<file path="config.mk">
export PLATFORM = sky130hd
export DESIGN_NAME = multichip_sync_and_clock_delay
export DESIGN_NICKNAME = d
export VERILOG_FILES = /design/src/shared/mcsync_pkg.sv /design/src/tap_delay_line.sv /design/src/multichip_sync_and_clock_delay.sv
export SDC_FILE = /design/constraint.sdc
export NUM_CORES = 1
export LEC_CHECK = 0
export BUFFER_PORTS_ARGS = -buffer_cell sky130_fd_sc_hd__clkbuf_2
export CAP_MARGIN = 10
export CORE_MARGIN = 1.5
export CORE_UTILIZATION = 45
export DETAILED_ROUTE_END_ITERATION = 10
export GPL_TIMING_DRIVEN = 0
export PLACE_DENSITY_LB_ADDON = 0.3
export SLEW_MARGIN = 20
export SYNTH_ARGS = -nofsm -noshare
export SYNTH_HDL_FRONTEND = slang
export SYNTH_SLANG_ARGS = --single-unit
export TNS_END_PERCENT = 1
</file>
<file path="constraint.sdc">
create_clock -name core_clk_in -period 3.1 [get_ports core_clk_in]
set_input_delay 0.465 -clock core_clk_in [delete_from_list [all_inputs] [get_ports core_clk_in]]
set_output_delay 0.465 -clock core_clk_in [all_outputs]
set_load 0.1 [all_outputs]
</file>
<file path="src/shared/mcsync_pkg.sv">
// Constants, register map and carrier types for the sync and data clock delay block.
// Assumes one sample clock drives all logic; registers are written over a simple
// register port at their printed offsets.
//
// Summary of operation
// - Programmable delay from sample clock to word clock
// - Bypass bit leaves only fixed default delay; the code uses one tap less than the fixed taps
// - Delay grows linearly, one tap per code
// - Word clock divisor from interpolation, stuffing, mode
// - Sample incoming sync on the sample clock
// - Internal sync tick period always 32 clocks
// - Input strobe at clock over interpolation factor
// - Programmable delay from tick to strobe
// - Sync timing errors latch status bit six
// - Master handles own sync like slaves
package mcsync_pkg;

  // ****************************************
  // Register map
  // ****************************************
  localparam logic [7:0] ADDR_INTERFACE_CONFIG = 8'h02;
  localparam logic [7:0] ADDR_DATA_CLOCK_DELAY = 8'h04;
  localparam logic [7:0] ADDR_SYNC_RATE_SELECT = 8'h05;
  localparam logic [7:0] ADDR_SYNC_INPUT_DELAY = 8'h06;
  localparam logic [7:0] ADDR_EVENT_STATUS = 8'h19;

  // Field positions
  localparam int DELAY_DISABLE_BIT = 4;
  localparam int DELAY_CODE_LSB = 4;
  localparam int SYNC_RATE_LSB = 1;
  localparam int SYNC_ERROR_BIT = 6;

  // Reset values
  localparam logic [7:0] RESET_INTERFACE_CONFIG = 8'h10;
  localparam logic [7:0] RESET_DATA_CLOCK_DELAY = 8'h00;
  localparam logic [7:0] RESET_SYNC_RATE_SELECT = 8'h00;
  localparam logic [7:0] RESET_SYNC_INPUT_DELAY = 8'h00;

  // ****************************************
  // Timing counts
  // ****************************************
  localparam int TICK_PERIOD = 32;
  localparam logic [5:0] SYNC_PERIOD_MAX = 6'h20;
  localparam int FIXED_DELAY_TAPS = 2;
  localparam int DELAY_LINE_TAPS = 18;

  // Interpolation factors
  typedef enum logic [1:0] {interp_1x, interp_2x, interp_4x, interp_8x} interp_e;

  // Divisor settings for the word clock
  typedef struct packed {
    interp_e interp;
    logic zero_stuff;
    logic interleaved;
  } clock_mode_s;

  // Register write request
  typedef struct packed {
    logic wr;
    logic [7:0] addr;
    logic [7:0] data;
  } reg_req_s;

endpackage

</file>
<file path="src/tap_delay_line.sv">
// Shift register delay line, one tap per sample clock.
// Assumes the selected tap index stays below the depth.
`timescale 1ns/1ps
`default_nettype none
module tap_delay_line (
  input wire logic core_clk_in, // Sample clock
  input wire logic nrst_in, // Synchronous reset, active low
  input wire logic d_in, // Signal to delay
  input wire logic [4:0] tap_in, // Selected tap
  output logic q_out // Delayed signal, registered
);
  logic [mcsync_pkg::DELAY_LINE_TAPS-1:0] line;
  wire tap_bit = line[tap_in];

  // ****************************************
  // Taps
  // ****************************************
  // One flop per tap keeps steps equal
  genvar g;
  generate
    for (g = 0; g < mcsync_pkg::DELAY_LINE_TAPS; g++) begin : g_tap
      // Head tap takes the input; no index below zero is ever formed
      if (g == 0) begin : g_head
        always_ff @(posedge core_clk_in) begin
          if (!nrst_in) line[g] <= 1'b0;
          else line[g] <= d_in;
        end
      end else begin : g_body
        always_ff @(posedge core_clk_in) begin
          if (!nrst_in) line[g] <= 1'b0;
          else line[g] <= line[g-1];
        end
      end
    end
  endgenerate

  // Output straight from a flop
  always_ff @(posedge core_clk_in) begin
    if (!nrst_in) q_out <= 1'b0;
    else q_out <= tap_bit;
  end
endmodule
`default_nettype wire

</file>
<file path="src/multichip_sync_and_clock_delay.sv">
// Sync receiver, input-rate strobe generator and word clock delay.
// Assumes the sync input is already synchronous to the sample clock and the
// register port is written one byte per cycle.
`timescale 1ns/1ps
`default_nettype none
module multichip_sync_and_clock_delay (
  input wire logic core_clk_in, // Sample clock, 125 MHz
  input wire logic nrst_in, // Synchronous reset, active low
  input wire mcsync_pkg::reg_req_s reg_req_in, // Register write request
  input wire logic reg_rd_in, // Register read strobe
  input wire logic [7:0] reg_raddr_in, // Read address
  input wire mcsync_pkg::clock_mode_s clock_mode_in, // Word clock divisor mode
  input wire logic sync_in, // Distributed sync pulse
  output logic [7:0] reg_rdata_out, // Read data, registered
  output logic input_word_clock_out, // Delayed word clock
  output logic input_rate_strobe_out, // Aligned strobe, one cycle
  output logic sync_tick_out, // Internal sync tick, one cycle
  output logic sync_error_out // Sticky sync error flag
);
  logic [7:0] interface_config;
  logic [7:0] data_clock_delay;
  logic [7:0] sync_rate_select;
  logic [7:0] sync_input_delay;
  logic sync_prev;
  logic [5:0] tick_cnt;
  logic tick_armed;
  logic [5:0] gap_cnt;
  logic [3:0] strobe_delay_cnt;
  logic strobe_pending;
  logic [3:0] strobe_cnt;
  logic [3:0] word_cnt;
  logic word_clk_raw;

  // ****************************************
  // Register decode
  // ****************************************
  wire wr_cfg = reg_req_in.wr && reg_req_in.addr == mcsync_pkg::ADDR_INTERFACE_CONFIG;
  wire wr_dly = reg_req_in.wr && reg_req_in.addr == mcsync_pkg::ADDR_DATA_CLOCK_DELAY;
  wire wr_rate = reg_req_in.wr && reg_req_in.addr == mcsync_pkg::ADDR_SYNC_RATE_SELECT;
  wire wr_sdly = reg_req_in.wr && reg_req_in.addr == mcsync_pkg::ADDR_SYNC_INPUT_DELAY;
  wire wr_stat = reg_req_in.wr && reg_req_in.addr == mcsync_pkg::ADDR_EVENT_STATUS;
  wire clr_err = wr_stat && reg_req_in.data[mcsync_pkg::SYNC_ERROR_BIT];
  wire [7:0] status_word = {1'b0, sync_error_out, 6'h00};
  wire [7:0] next_rdata =
    (reg_raddr_in == mcsync_pkg::ADDR_INTERFACE_CONFIG) ? interface_config :
    (reg_raddr_in == mcsync_pkg::ADDR_DATA_CLOCK_DELAY) ? data_clock_delay :
    (reg_raddr_in == mcsync_pkg::ADDR_SYNC_RATE_SELECT) ? sync_rate_select :
    (reg_raddr_in == mcsync_pkg::ADDR_SYNC_INPUT_DELAY) ? sync_input_delay :
    (reg_raddr_in == mcsync_pkg::ADDR_EVENT_STATUS) ? status_word : 8'h00;

  // Register storage
  always_ff @(posedge core_clk_in) begin
    if (!nrst_in) begin
      interface_config <= mcsync_pkg::RESET_INTERFACE_CONFIG;
      data_clock_delay <= mcsync_pkg::RESET_DATA_CLOCK_DELAY;
      sync_rate_select <= mcsync_pkg::RESET_SYNC_RATE_SELECT;
      sync_input_delay <= mcsync_pkg::RESET_SYNC_INPUT_DELAY;
    end else begin
      if (wr_cfg) interface_config <= reg_req_in.data;
      if (wr_dly) data_clock_delay <= reg_req_in.data;
      if (wr_rate) sync_rate_select <= reg_req_in.data;
      if (wr_sdly) sync_input_delay <= reg_req_in.data;
    end
  end

  // Read data registered
  always_ff @(posedge core_clk_in) begin
    if (!nrst_in) reg_rdata_out <= 8'h00;
    else if (reg_rd_in) reg_rdata_out <= next_rdata;
  end

  // ****************************************
  // Sync receiver
  // ****************************************
  // Rising edge of the sampled sync; input already synchronous, master uses same path
  wire sync_rise = sync_in && !sync_prev;
  wire [2:0] rate_code = sync_rate_select[mcsync_pkg::SYNC_RATE_LSB +: 3];
  // Expected spacing of incoming pulses; undefined codes fall back to /32
  wire [5:0] expect_gap = (rate_code == 3'h1) ? 6'h10 : (rate_code == 3'h2) ? 6'h08 :
    (rate_code == 3'h3) ? 6'h04 : (rate_code == 3'h4) ? 6'h02 : mcsync_pkg::SYNC_PERIOD_MAX;
  // First edge arms the tick; later edges kept only on 32-cycle boundary
  wire keep_edge = sync_rise && (!tick_armed || tick_cnt == 6'(mcsync_pkg::TICK_PERIOD - 1));
  wire tick_due = tick_armed && tick_cnt == 6'(mcsync_pkg::TICK_PERIOD - 1);
  // Edge off the expected spacing counts as a timing error
  wire gap_bad = sync_rise && tick_armed && (gap_cnt + 6'h01) != expect_gap;

  always_ff @(posedge core_clk_in) begin
    if (!nrst_in) begin
      sync_prev <= 1'b0;
      tick_cnt <= 6'h00;
      tick_armed <= 1'b0;
      gap_cnt <= 6'h00;
      sync_tick_out <= 1'b0;
    end else begin
      sync_prev <= sync_in;
      gap_cnt <= sync_rise ? 6'h00 : gap_cnt + 6'h01;
      if (keep_edge) tick_armed <= 1'b1;
      // Free-running 32-cycle tick; extra pulses simply ignored
      tick_cnt <= (keep_edge || tick_due) ? 6'h00 : tick_cnt + 6'h01;
      sync_tick_out <= keep_edge || tick_due;
    end
  end

  // Sticky error; a new error wins over a clear
  always_ff @(posedge core_clk_in) begin
    if (!nrst_in) sync_error_out <= 1'b0;
    else if (gap_bad) sync_error_out <= 1'b1;
    else if (clr_err) sync_error_out <= 1'b0;
  end

  // ****************************************
  // Input-rate strobe
  // ****************************************
  wire [3:0] interp_max = (clock_mode_in.interp == mcsync_pkg::interp_8x) ? 4'h7 :
    (clock_mode_in.interp == mcsync_pkg::interp_4x) ? 4'h3 :
    (clock_mode_in.interp == mcsync_pkg::interp_2x) ? 4'h1 : 4'h0;
  wire [3:0] sdelay = sync_input_delay[3:0];
  // Delay done when counter reaches the programmed value
  wire realign = strobe_pending && strobe_delay_cnt == sdelay;
  wire zero_realign = sync_tick_out && sdelay == 4'h0;
  wire phase_reset = realign || zero_realign;

  // Delay from tick to strobe realignment
  always_ff @(posedge core_clk_in) begin
    if (!nrst_in) begin
      strobe_pending <= 1'b0;
      strobe_delay_cnt <= 4'h0;
    end else if (sync_tick_out && sdelay != 4'h0) begin
      strobe_pending <= 1'b1;
      strobe_delay_cnt <= 4'h1;
    end else if (realign) begin
      strobe_pending <= 1'b0;
    end else if (strobe_pending) begin
      strobe_delay_cnt <= strobe_delay_cnt + 4'h1;
    end
  end

  // Divider restarts on realignment so all devices strobe together
  always_ff @(posedge core_clk_in) begin
    if (!nrst_in) begin
      strobe_cnt <= 4'h0;
      input_rate_strobe_out <= 1'b0;
    end else begin
      strobe_cnt <= (phase_reset || strobe_cnt >= interp_max) ? 4'h0 : strobe_cnt + 4'h1;
      input_rate_strobe_out <= phase_reset || strobe_cnt >= interp_max;
    end
  end

  // ****************************************
  // Word clock and delay
  // ****************************************
  // Divisor doubles with stuffing, except for interleaved pairs, which keep the unstuffed divisor
  wire [3:0] word_half = (clock_mode_in.zero_stuff && !clock_mode_in.interleaved) ?
    interp_max : {1'b0, interp_max[3:1]};

  always_ff @(posedge core_clk_in) begin
    if (!nrst_in) begin
      word_cnt <= 4'h0;
      word_clk_raw <= 1'b0;
    end else if (phase_reset || word_cnt >= word_half) begin
      word_cnt <= 4'h0;
      word_clk_raw <= phase_reset ? 1'b1 : (interp_max == 4'h0 ? 1'b1 : !word_clk_raw);
    end else begin
      word_cnt <= word_cnt + 4'h1;
    end
  end

  // Bypass uses one tap less than the fixed taps; else fixed plus code, one tap per step
  wire bypass = interface_config[mcsync_pkg::DELAY_DISABLE_BIT];
  wire [4:0] delay_tap = bypass ? 5'(mcsync_pkg::FIXED_DELAY_TAPS - 1) :
    5'(mcsync_pkg::FIXED_DELAY_TAPS) + {1'b0, data_clock_delay[mcsync_pkg::DELAY_CODE_LSB +: 4]};

  tap_delay_line u_word_delay (
    .core_clk_in(core_clk_in),
    .nrst_in(nrst_in),
    .d_in(word_clk_raw),
    .tap_in(delay_tap),
    .q_out(input_word_clock_out)
  );
endmodule
`default_nettype wire

</file>
==> results of run 1 <==
==> cell type report <==
cell class	count	area (um2)
fill	824	4074
multi-input combinational	312	2132
clock buffer	9	123.9
tap	108	135.1
inverter	11	41.29
timing repair buffer	43	215.2
buffer	20	81.33
clock inverter	7	116.4
sequential	90	1802
==> power by group <==
| part | internal [mW] | total, mW | switching, mW |
|---|---|---|---|
| Sequential | 1.18 | 1.20 | 0.0203 |
| Clock | 0.535 | 0.940 | 0.405 |
| Combinational | 0.0736 | 0.236 | 0.162 |
| Total | 1.79 | 2.38 | 0.587 |
==> synth_stat cells (9+ instances only) <==
cell      number
nand2_1       25
xnor2_1        9
mux2i_1       45
inv_1         10
and2_1        26
xor2_1        10
nand3_1       12
nor2b_1        9
a22oi_1        9
ha_1          12
nor2_1        65
o21ai_0       17
clkbuf_1      15
dfxtp_1       90
a211oi_1      10
==> state kept, by name, summed over array words and instances (netlist names) <==
register and cells:
sync_input_delay 8, word_cnt 4, gap_cnt 6, data_clock_delay 8
sync_rate_select 8, strobe_delay_cnt 4, input_rate_strobe_out 1, sync_tick_out 1
sync_prev 1, sync_error_out 1, reg_rdata_out 8, u_word_delay.line 18
interface_config 8, strobe_cnt 4, u_word_delay.q_out 1, strobe_pending 1
tick_cnt 6, word_clk_raw 1, tick_armed 1
==> logic make-up after synthesis <==
group / after synthesis / synth area share [%]
buf+inv: 31 / 3.023
mux: 48 / 12.49
fa+ha+maj: 12 / 3.701
flops: 90 / 44.42
xor+xnor: 19 / 4.102
simple gates: 173 / 22.24
compound gates: 60 / 10.02
==> worst max path at each step <==
stage	from	end	cells past startpoint
after global placement	reg_req_in[13]	sync_error_out$_SDFFE_PN0P_	6
after floorplan	clock_mode_in[1]	word_clk_raw$_SDFFE_PN0P_	9
after global routing	clock_mode_in[1]	word_cnt[2]$_SDFF_PP0_	10
after CTS	reg_req_in[13]	sync_error_out$_SDFFE_PN0P_	6
final	reg_req_in[13]	sync_error_out$_SDFFE_PN0P_	6
after detailed placement	reg_req_in[13]	sync_error_out$_SDFFE_PN0P_	6
==> stage by stage <==
step	worst slack [ns]	instances	hold slack [ns]	area [um2]	util, %
after floorplan	1.143	433	0.4175	4056	-
after global placement	0.9120	584	0.4329	4407	50.53
after detailed placement	0.8709	584	0.4430	4407	50.53
after CTS	1.261	600	0.3247	4647	53.29
after global routing	1.092	600	0.3369	4647	53.29
final	1.245	600	0.3354	4647	53.29
==> metal layers <==
| metal | vias to the layer above | wire length (um) | share of wire, % | GRT usage (%) |
|---|---|---|---|---|
| met5 | - | 0 | 0 | 0 |
| met4 | 0 | 177 | 2.1 | 7.033 |
| met3 | 14 | 398 | 4.7 | 3.937 |
| met2 | 66 | 3925 | 47 | 30.50 |
| met1 | 1480 | 3883 | 46 | 23.38 |
| li1 | 1610 | - | - | - |
==> key figures, run 1 <==
Die
  • Die extent in x: 97.95 um
  • Top-Level Pins: 45
  • Die area: 9593 um2
  • Die Y: 97.95 um
  • Core Footprint: between 8000 and 9000 um2
  • Cell Rows: 34
  • Starting Density: between 40 and 50%

Critical path
  • CP arrival: between 2 and 2.5 ns
  • Crit Reg-Reg Startpoint: word_cnt[0]$_SDFF_PP0_
  • Worst endpoint required time: 3.33 ns
  • WP buf/inv: 1
  • Worst R2R Setup Slack: between 1 and 1.5 ns
  • Family with the most delay on the worst path: compound AO/OA/AOI/OAI gates
  • Crit Path Max Fanout: 3
  • Crit Path Category: in -> reg
  • RR Endpoint: word_cnt[2]$_SDFF_PP0_
  • Reg2Reg Depth: 7
  • Startpoint types: input pin
  • Max stage delay on crit path: 0.57 ns
  • Slowest cell on the critical path: or4b_4
  • Crit path cell chain: clkbuf_2 -> or4b_4 -> o41ai_2 -> nand2_1 -> a221oi_1 -> a31oi_1
  • Setup crit end kind: flip-flop

Clock network
  • CTS Buf Count: 9
  • Clk sinks: 90
  • Worst skew pair latency: 0.35 ns
  • Clk slew on worst S/H paths: 0.09 ns
  • CTS Root Cell: clkbuf_8
  • Buffer depth of the longest clock path: 2
  • CTS tree: built
  • Total setup buffers inserted after CTS: 0
  • H-tree Lvls: 3
  • Post-CTS sizing: 0
  • Hold-fix buffers, CTS: 0

Global routing
  • Vias in the first global route: 2,996
  • Initial antenna violation count: 0
  • First-pass GRT wire length: between 10,000 and 15,000 um
  • GRT overflow: 0
  • Largest net degree at the start of global routing: 16
  • Total track usage: approximately 18%

Synthesis
  • Post-synth EDFFs: 0
  • Top FF cell, synth: dfxtp_1
  • Syn nets: about 480
  • Post-synthesis sequential area ratio: 44.42%
  • Synth Instances: about 430
  • Area contributors post-synth: dfxtp_1 44%, mux2i_1 11%, nor2_1 6.0%, and2_1 4.0%, ha_1 3.7%
  • Mapped cell area: between 4000 and 5000 um2
  • Synth warnings: 0
  • Mean post-synth cell area: ~9.4 um2
  • Post-synth top area cell: dfxtp_1
  • Top cell type's share of synthesized area: roughly 44%
  • Synth unique cells: 49
  • Synth Register Bits: 90
  • Ys async rst share: 0%

Power
  • Cell leakage power: about 2.1 nW
  • Total power: ~2.4 mW
  • Cell area power density: 512.1 nW/um2
  • Max VDD drop: approximately 330 uV

Detailed routing
  • Iteration-0 DRC Markers: around 110
  • DRT antenna net count: 0
  • Pre-antenna DRT Iters: 4
  • Routed vias/inst: about 5.3
  • Routed wire per std cell: roughly 14 um
  • # DRC: 0
  • WL final: between 8000 and 9000 um
  • Vias: 3,170

STA
  • Slew HR: approximately three fifths
  • F_max: roughly 0.54 GHz
  • Hold Fails Final Rpt: 0
  • Final Skew: about 0.010 ns
  • RSZ-0062 raised after global routing: no
  • Final setup vio count: 0
  • Worst Tran Pin Value: roughly 0.6 ns
  • Final Max Slew Viols: 0
  • Final worst path period share: about three fifths
  • Setup_tns: 0 ns
  • Tmin final: ~1.9 ns

Min path
  • Hold Crit Depth: 2
  • Hold_sp: sync_in
  • Worst Hold End: sync_prev$_SDFF_PN0_
  • HP Class: in -> reg

Finish
  • Layout cells sized above 1: between 10% and 20%
  • Area growth syn-to-layout: 14.56%
  • Commonest non-fill, non-tap cell in the layout: dfxtp_1
  • Number of inserted diodes: 0
  • Most frequent cells in the layout: 90 x dfxtp_1, 65 x nor2_1, 45 x mux2i_1
  • Nets: 532

Flow run
  • Max cap viols: 0

Place
  • RePlAce Congestion: between 0.8 and 0.9
  • PortBufs: 43
  • DP Wirelength: ~6200 um

Status
  • Status: completed
(Power assumes the default switching activity.)
==> inputs of run 2 (changes only) <==
--- a/config.mk
+++ b/config.mk
@@ -5,6 +5,7 @@
 export SDC_FILE = /design/constraint.sdc
 export NUM_CORES = 1
 export LEC_CHECK = 0
+export ABC_AREA = 1
 export BUFFER_PORTS_ARGS = -buffer_cell sky130_fd_sc_hd__clkbuf_2
 export CAP_MARGIN = 10
 export CORE_MARGIN = 1.5
==> constraint.sdc (replaced) <==
create_clock -name core_clk_in -period 1.9 [get_ports core_clk_in]
set_input_delay 0.285 -clock core_clk_in [delete_from_list [all_inputs] [get_ports core_clk_in]]
set_output_delay 0.285 -clock core_clk_in [all_outputs]
set_load 0.1 [all_outputs]
==> key figures, run 2 <==
Status
  • Status: completed

Detailed routing
  • Routed wire per std cell: ~13 um
  • WL final: roughly 9500 um
  • # DRC: 0
  • Routed vias/inst: 5.078
  • Vias: 3,763
  • Pre-antenna DRT Iters: 5
  • DRT antenna net count: 0
  • Iteration-0 DRC Markers: 260

Global routing
  • Total track usage: 19.98%
  • Initial antenna violation count: 0
  • First-pass GRT wire length: between 15,000 and 20,000 um
  • Vias in the first global route: 3,416
  • Largest net degree at the start of global routing: 18
  • GRT overflow: 0

Clock network
  • CTS Buf Count: 9
  • Post-CTS sizing: 0
  • Buffer depth of the longest clock path: 2
  • Clk sinks: 90
  • Hold-fix buffers, CTS: 0
  • H-tree Lvls: 3
  • Total setup buffers inserted after CTS: 0
  • CTS tree: built
  • Worst skew pair latency: 0.37 ns
  • Clk slew on worst S/H paths: roughly 0.090 ns
  • CTS Root Cell: clkbuf_8

Finish
  • Top reg by flops: u_word_delay.line
  • Final core utilization: between 50% and 60%
  • Commonest non-fill, non-tap cell in the layout: dfxtp_1
  • Layout cells sized above 1: between 15 and 20%
  • Number of inserted diodes: 0
  • Max reg flops: 18
  • Area growth syn-to-layout: 12.60%
  • Nets: 670
  • Most frequent cells in the layout: 90 x dfxtp_1, 89 x inv_1, 86 x nand2_1

Critical path
  • Worst endpoint required time: approximately 2.2 ns
  • Startpoint types: flip-flop
  • Crit Path Max Fanout: 4
  • CP arrival: about 2.0 ns
  • Setup crit end kind: flip-flop
  • Crit Path Category: reg -> reg

STA
  • RSZ-0062 raised after global routing: no
  • Final Skew: between 0.015 and 0.02 ns
  • F_max: 0.5959 GHz
  • Final worst path period share: 88.33%
  • Worst Tran Pin Value: between 0.5 and 0.6 ns
  • Final Max Slew Viols: 0
  • Tmin final: roughly 1.7 ns
  • Setup_tns: 0 ns
  • Final setup vio count: 0
  • Slew HR: about three fifths
  • Hold Fails Final Rpt: 0

Synthesis
  • Area contributors post-synth: dfxtp_1 42%, inv_1 7.8%, nand2_1 7.6%, nand3_1 6.2%, a21oi_1 6.0%
  • Mapped cell area: 4262 um2
  • Ys async rst share: 0%
  • Mean post-synth cell area: approximately 7.5 um2
  • Top cell type's share of synthesized area: 42.28%
  • Synth Register Bits: 90
  • Commonest cells in the synthesized netlist: 90 x dfxtp_1, 89 x inv_1, 86 x nand2_1
  • Post-synth EDFFs: 0
  • Post-synthesis sequential area ratio: between 40% and 50%
  • Post-synth top area cell: dfxtp_1
  • Synth warnings: 0
  • Most frequent cell after synthesis: dfxtp_1
  • Synth Instances: between 500 and 600
  • Syn nets: a little over 600
  • Top FF cell, synth: dfxtp_1
  • Synth unique cells: 41

Die
  • Die area: about 10,000 um2
  • Core Footprint: 9196 um2
  • Cell Rows: 35
  • Die Y: approximately 100 um
  • Starting Density: a little under half
  • Top-Level Pins: 45
  • Die extent in x: between 100 and 150 um

Power
  • Max VDD drop: 348.4 uV
  • Cell leakage power: between 2 and 2.5 nW
  • Cell area power density: around 750 nW/um2
  • Total power: roughly 3.6 mW

Flow run
  • Max cap viols: 0

Place
  • DP Wirelength: 7200 um
  • RePlAce Congestion: roughly 0.90
  • PortBufs: 43

Min path
  • HP Class: in -> reg
[run 2: path summary, 6_finish.rpt]
kind	start	slack, ns	end	cells after the start
max	strobe_cnt[0]$_SDFF_PP0_	0.22	strobe_cnt[1]$_SDFF_PP0_	7
min	sync_in	0.11	sync_prev$_SDFF_PN0_	3
max reg2reg	strobe_cnt[0]$_SDFF_PP0_	0.22	strobe_cnt[1]$_SDFF_PP0_	7
min reg2reg	u_word_delay.line[16]$_SDFF_PN0_	0.44	u_word_delay.line[17]$_SDFF_PN0_	2
[run 2: cell type report]
| type | instances | area (um2) |
|---|---|---|
| plain buffers | 15 | 106.4 |
| inverters | 95 | 357.8 |
| repair buffers | 43 | 215.2 |
| clock inverters | 7 | 58.81 |
| well taps | 111 | 138.9 |
| flip-flops and latches | 90 | 1802 |
| fillers | 886 | 4398 |
| clock buffers | 9 | 123.9 |
| multi-input cells | 371 | 1996 |
[run 2: logic make-up (layout without fill, tap and decap cells)]
group / after synthesis / in the layout / synth area share [%]
AO/OA/AOI/OAI: 114 / 114 / 14.06
XOR/XNOR: 15 / 15 / 3.083
adder cells (fa/ha/maj): 12 / 12 / 3.523
buffers and inverters: 110 / 169 / 10.89
flip-flops: 90 / 90 / 42.28
AND/OR/NAND/NOR: 230 / 230 / 26.16
[run 2: metrics by stage]
stage                     hold WS (ns)  setup slack (ns)  cells  area [um2]
after CTS                       0.1063            0.2191    741        4798
after detailed placement        0.4216          -0.02398    725        4616
after global placement          0.4236          -0.04144    725        4616
after global routing            0.1564           0.02521    741        4798
final                           0.1110            0.2218    741        4798
after floorplan                 0.3785            0.2788    571        4262
[run 2: critical path: stages, from the launching register on]
cell	delay (ns)
dfxtp_1	0.39
inv_1	0.06
ha_1	0.29
o21ai_0	0.15
nand2_1	0.07
a211oi_1	0.29
nand4_1	0.23
nor2_1	0.14
[run 2: report_power, final]
part,internal (mW),leakage (nW),switching (mW)
registers,1.93,0.729,0.0346
clock network,0.496,0.0872,0.745
logic,0.117,1.50,0.281
[run 2: metal layers]
| layer | global-route usage, % | up-vias | share of wire, % |
|---|---|---|---|
| met4 | 6.284 | 0 | 1.4 |
| li1 | - | 1949 | - |
| met1 | 26.33 | 1699 | 48 |
| met2 | 32.39 | 104 | 45 |
| met3 | 4.805 | 11 | 5.5 |
| met5 | 0 | - | 0 |
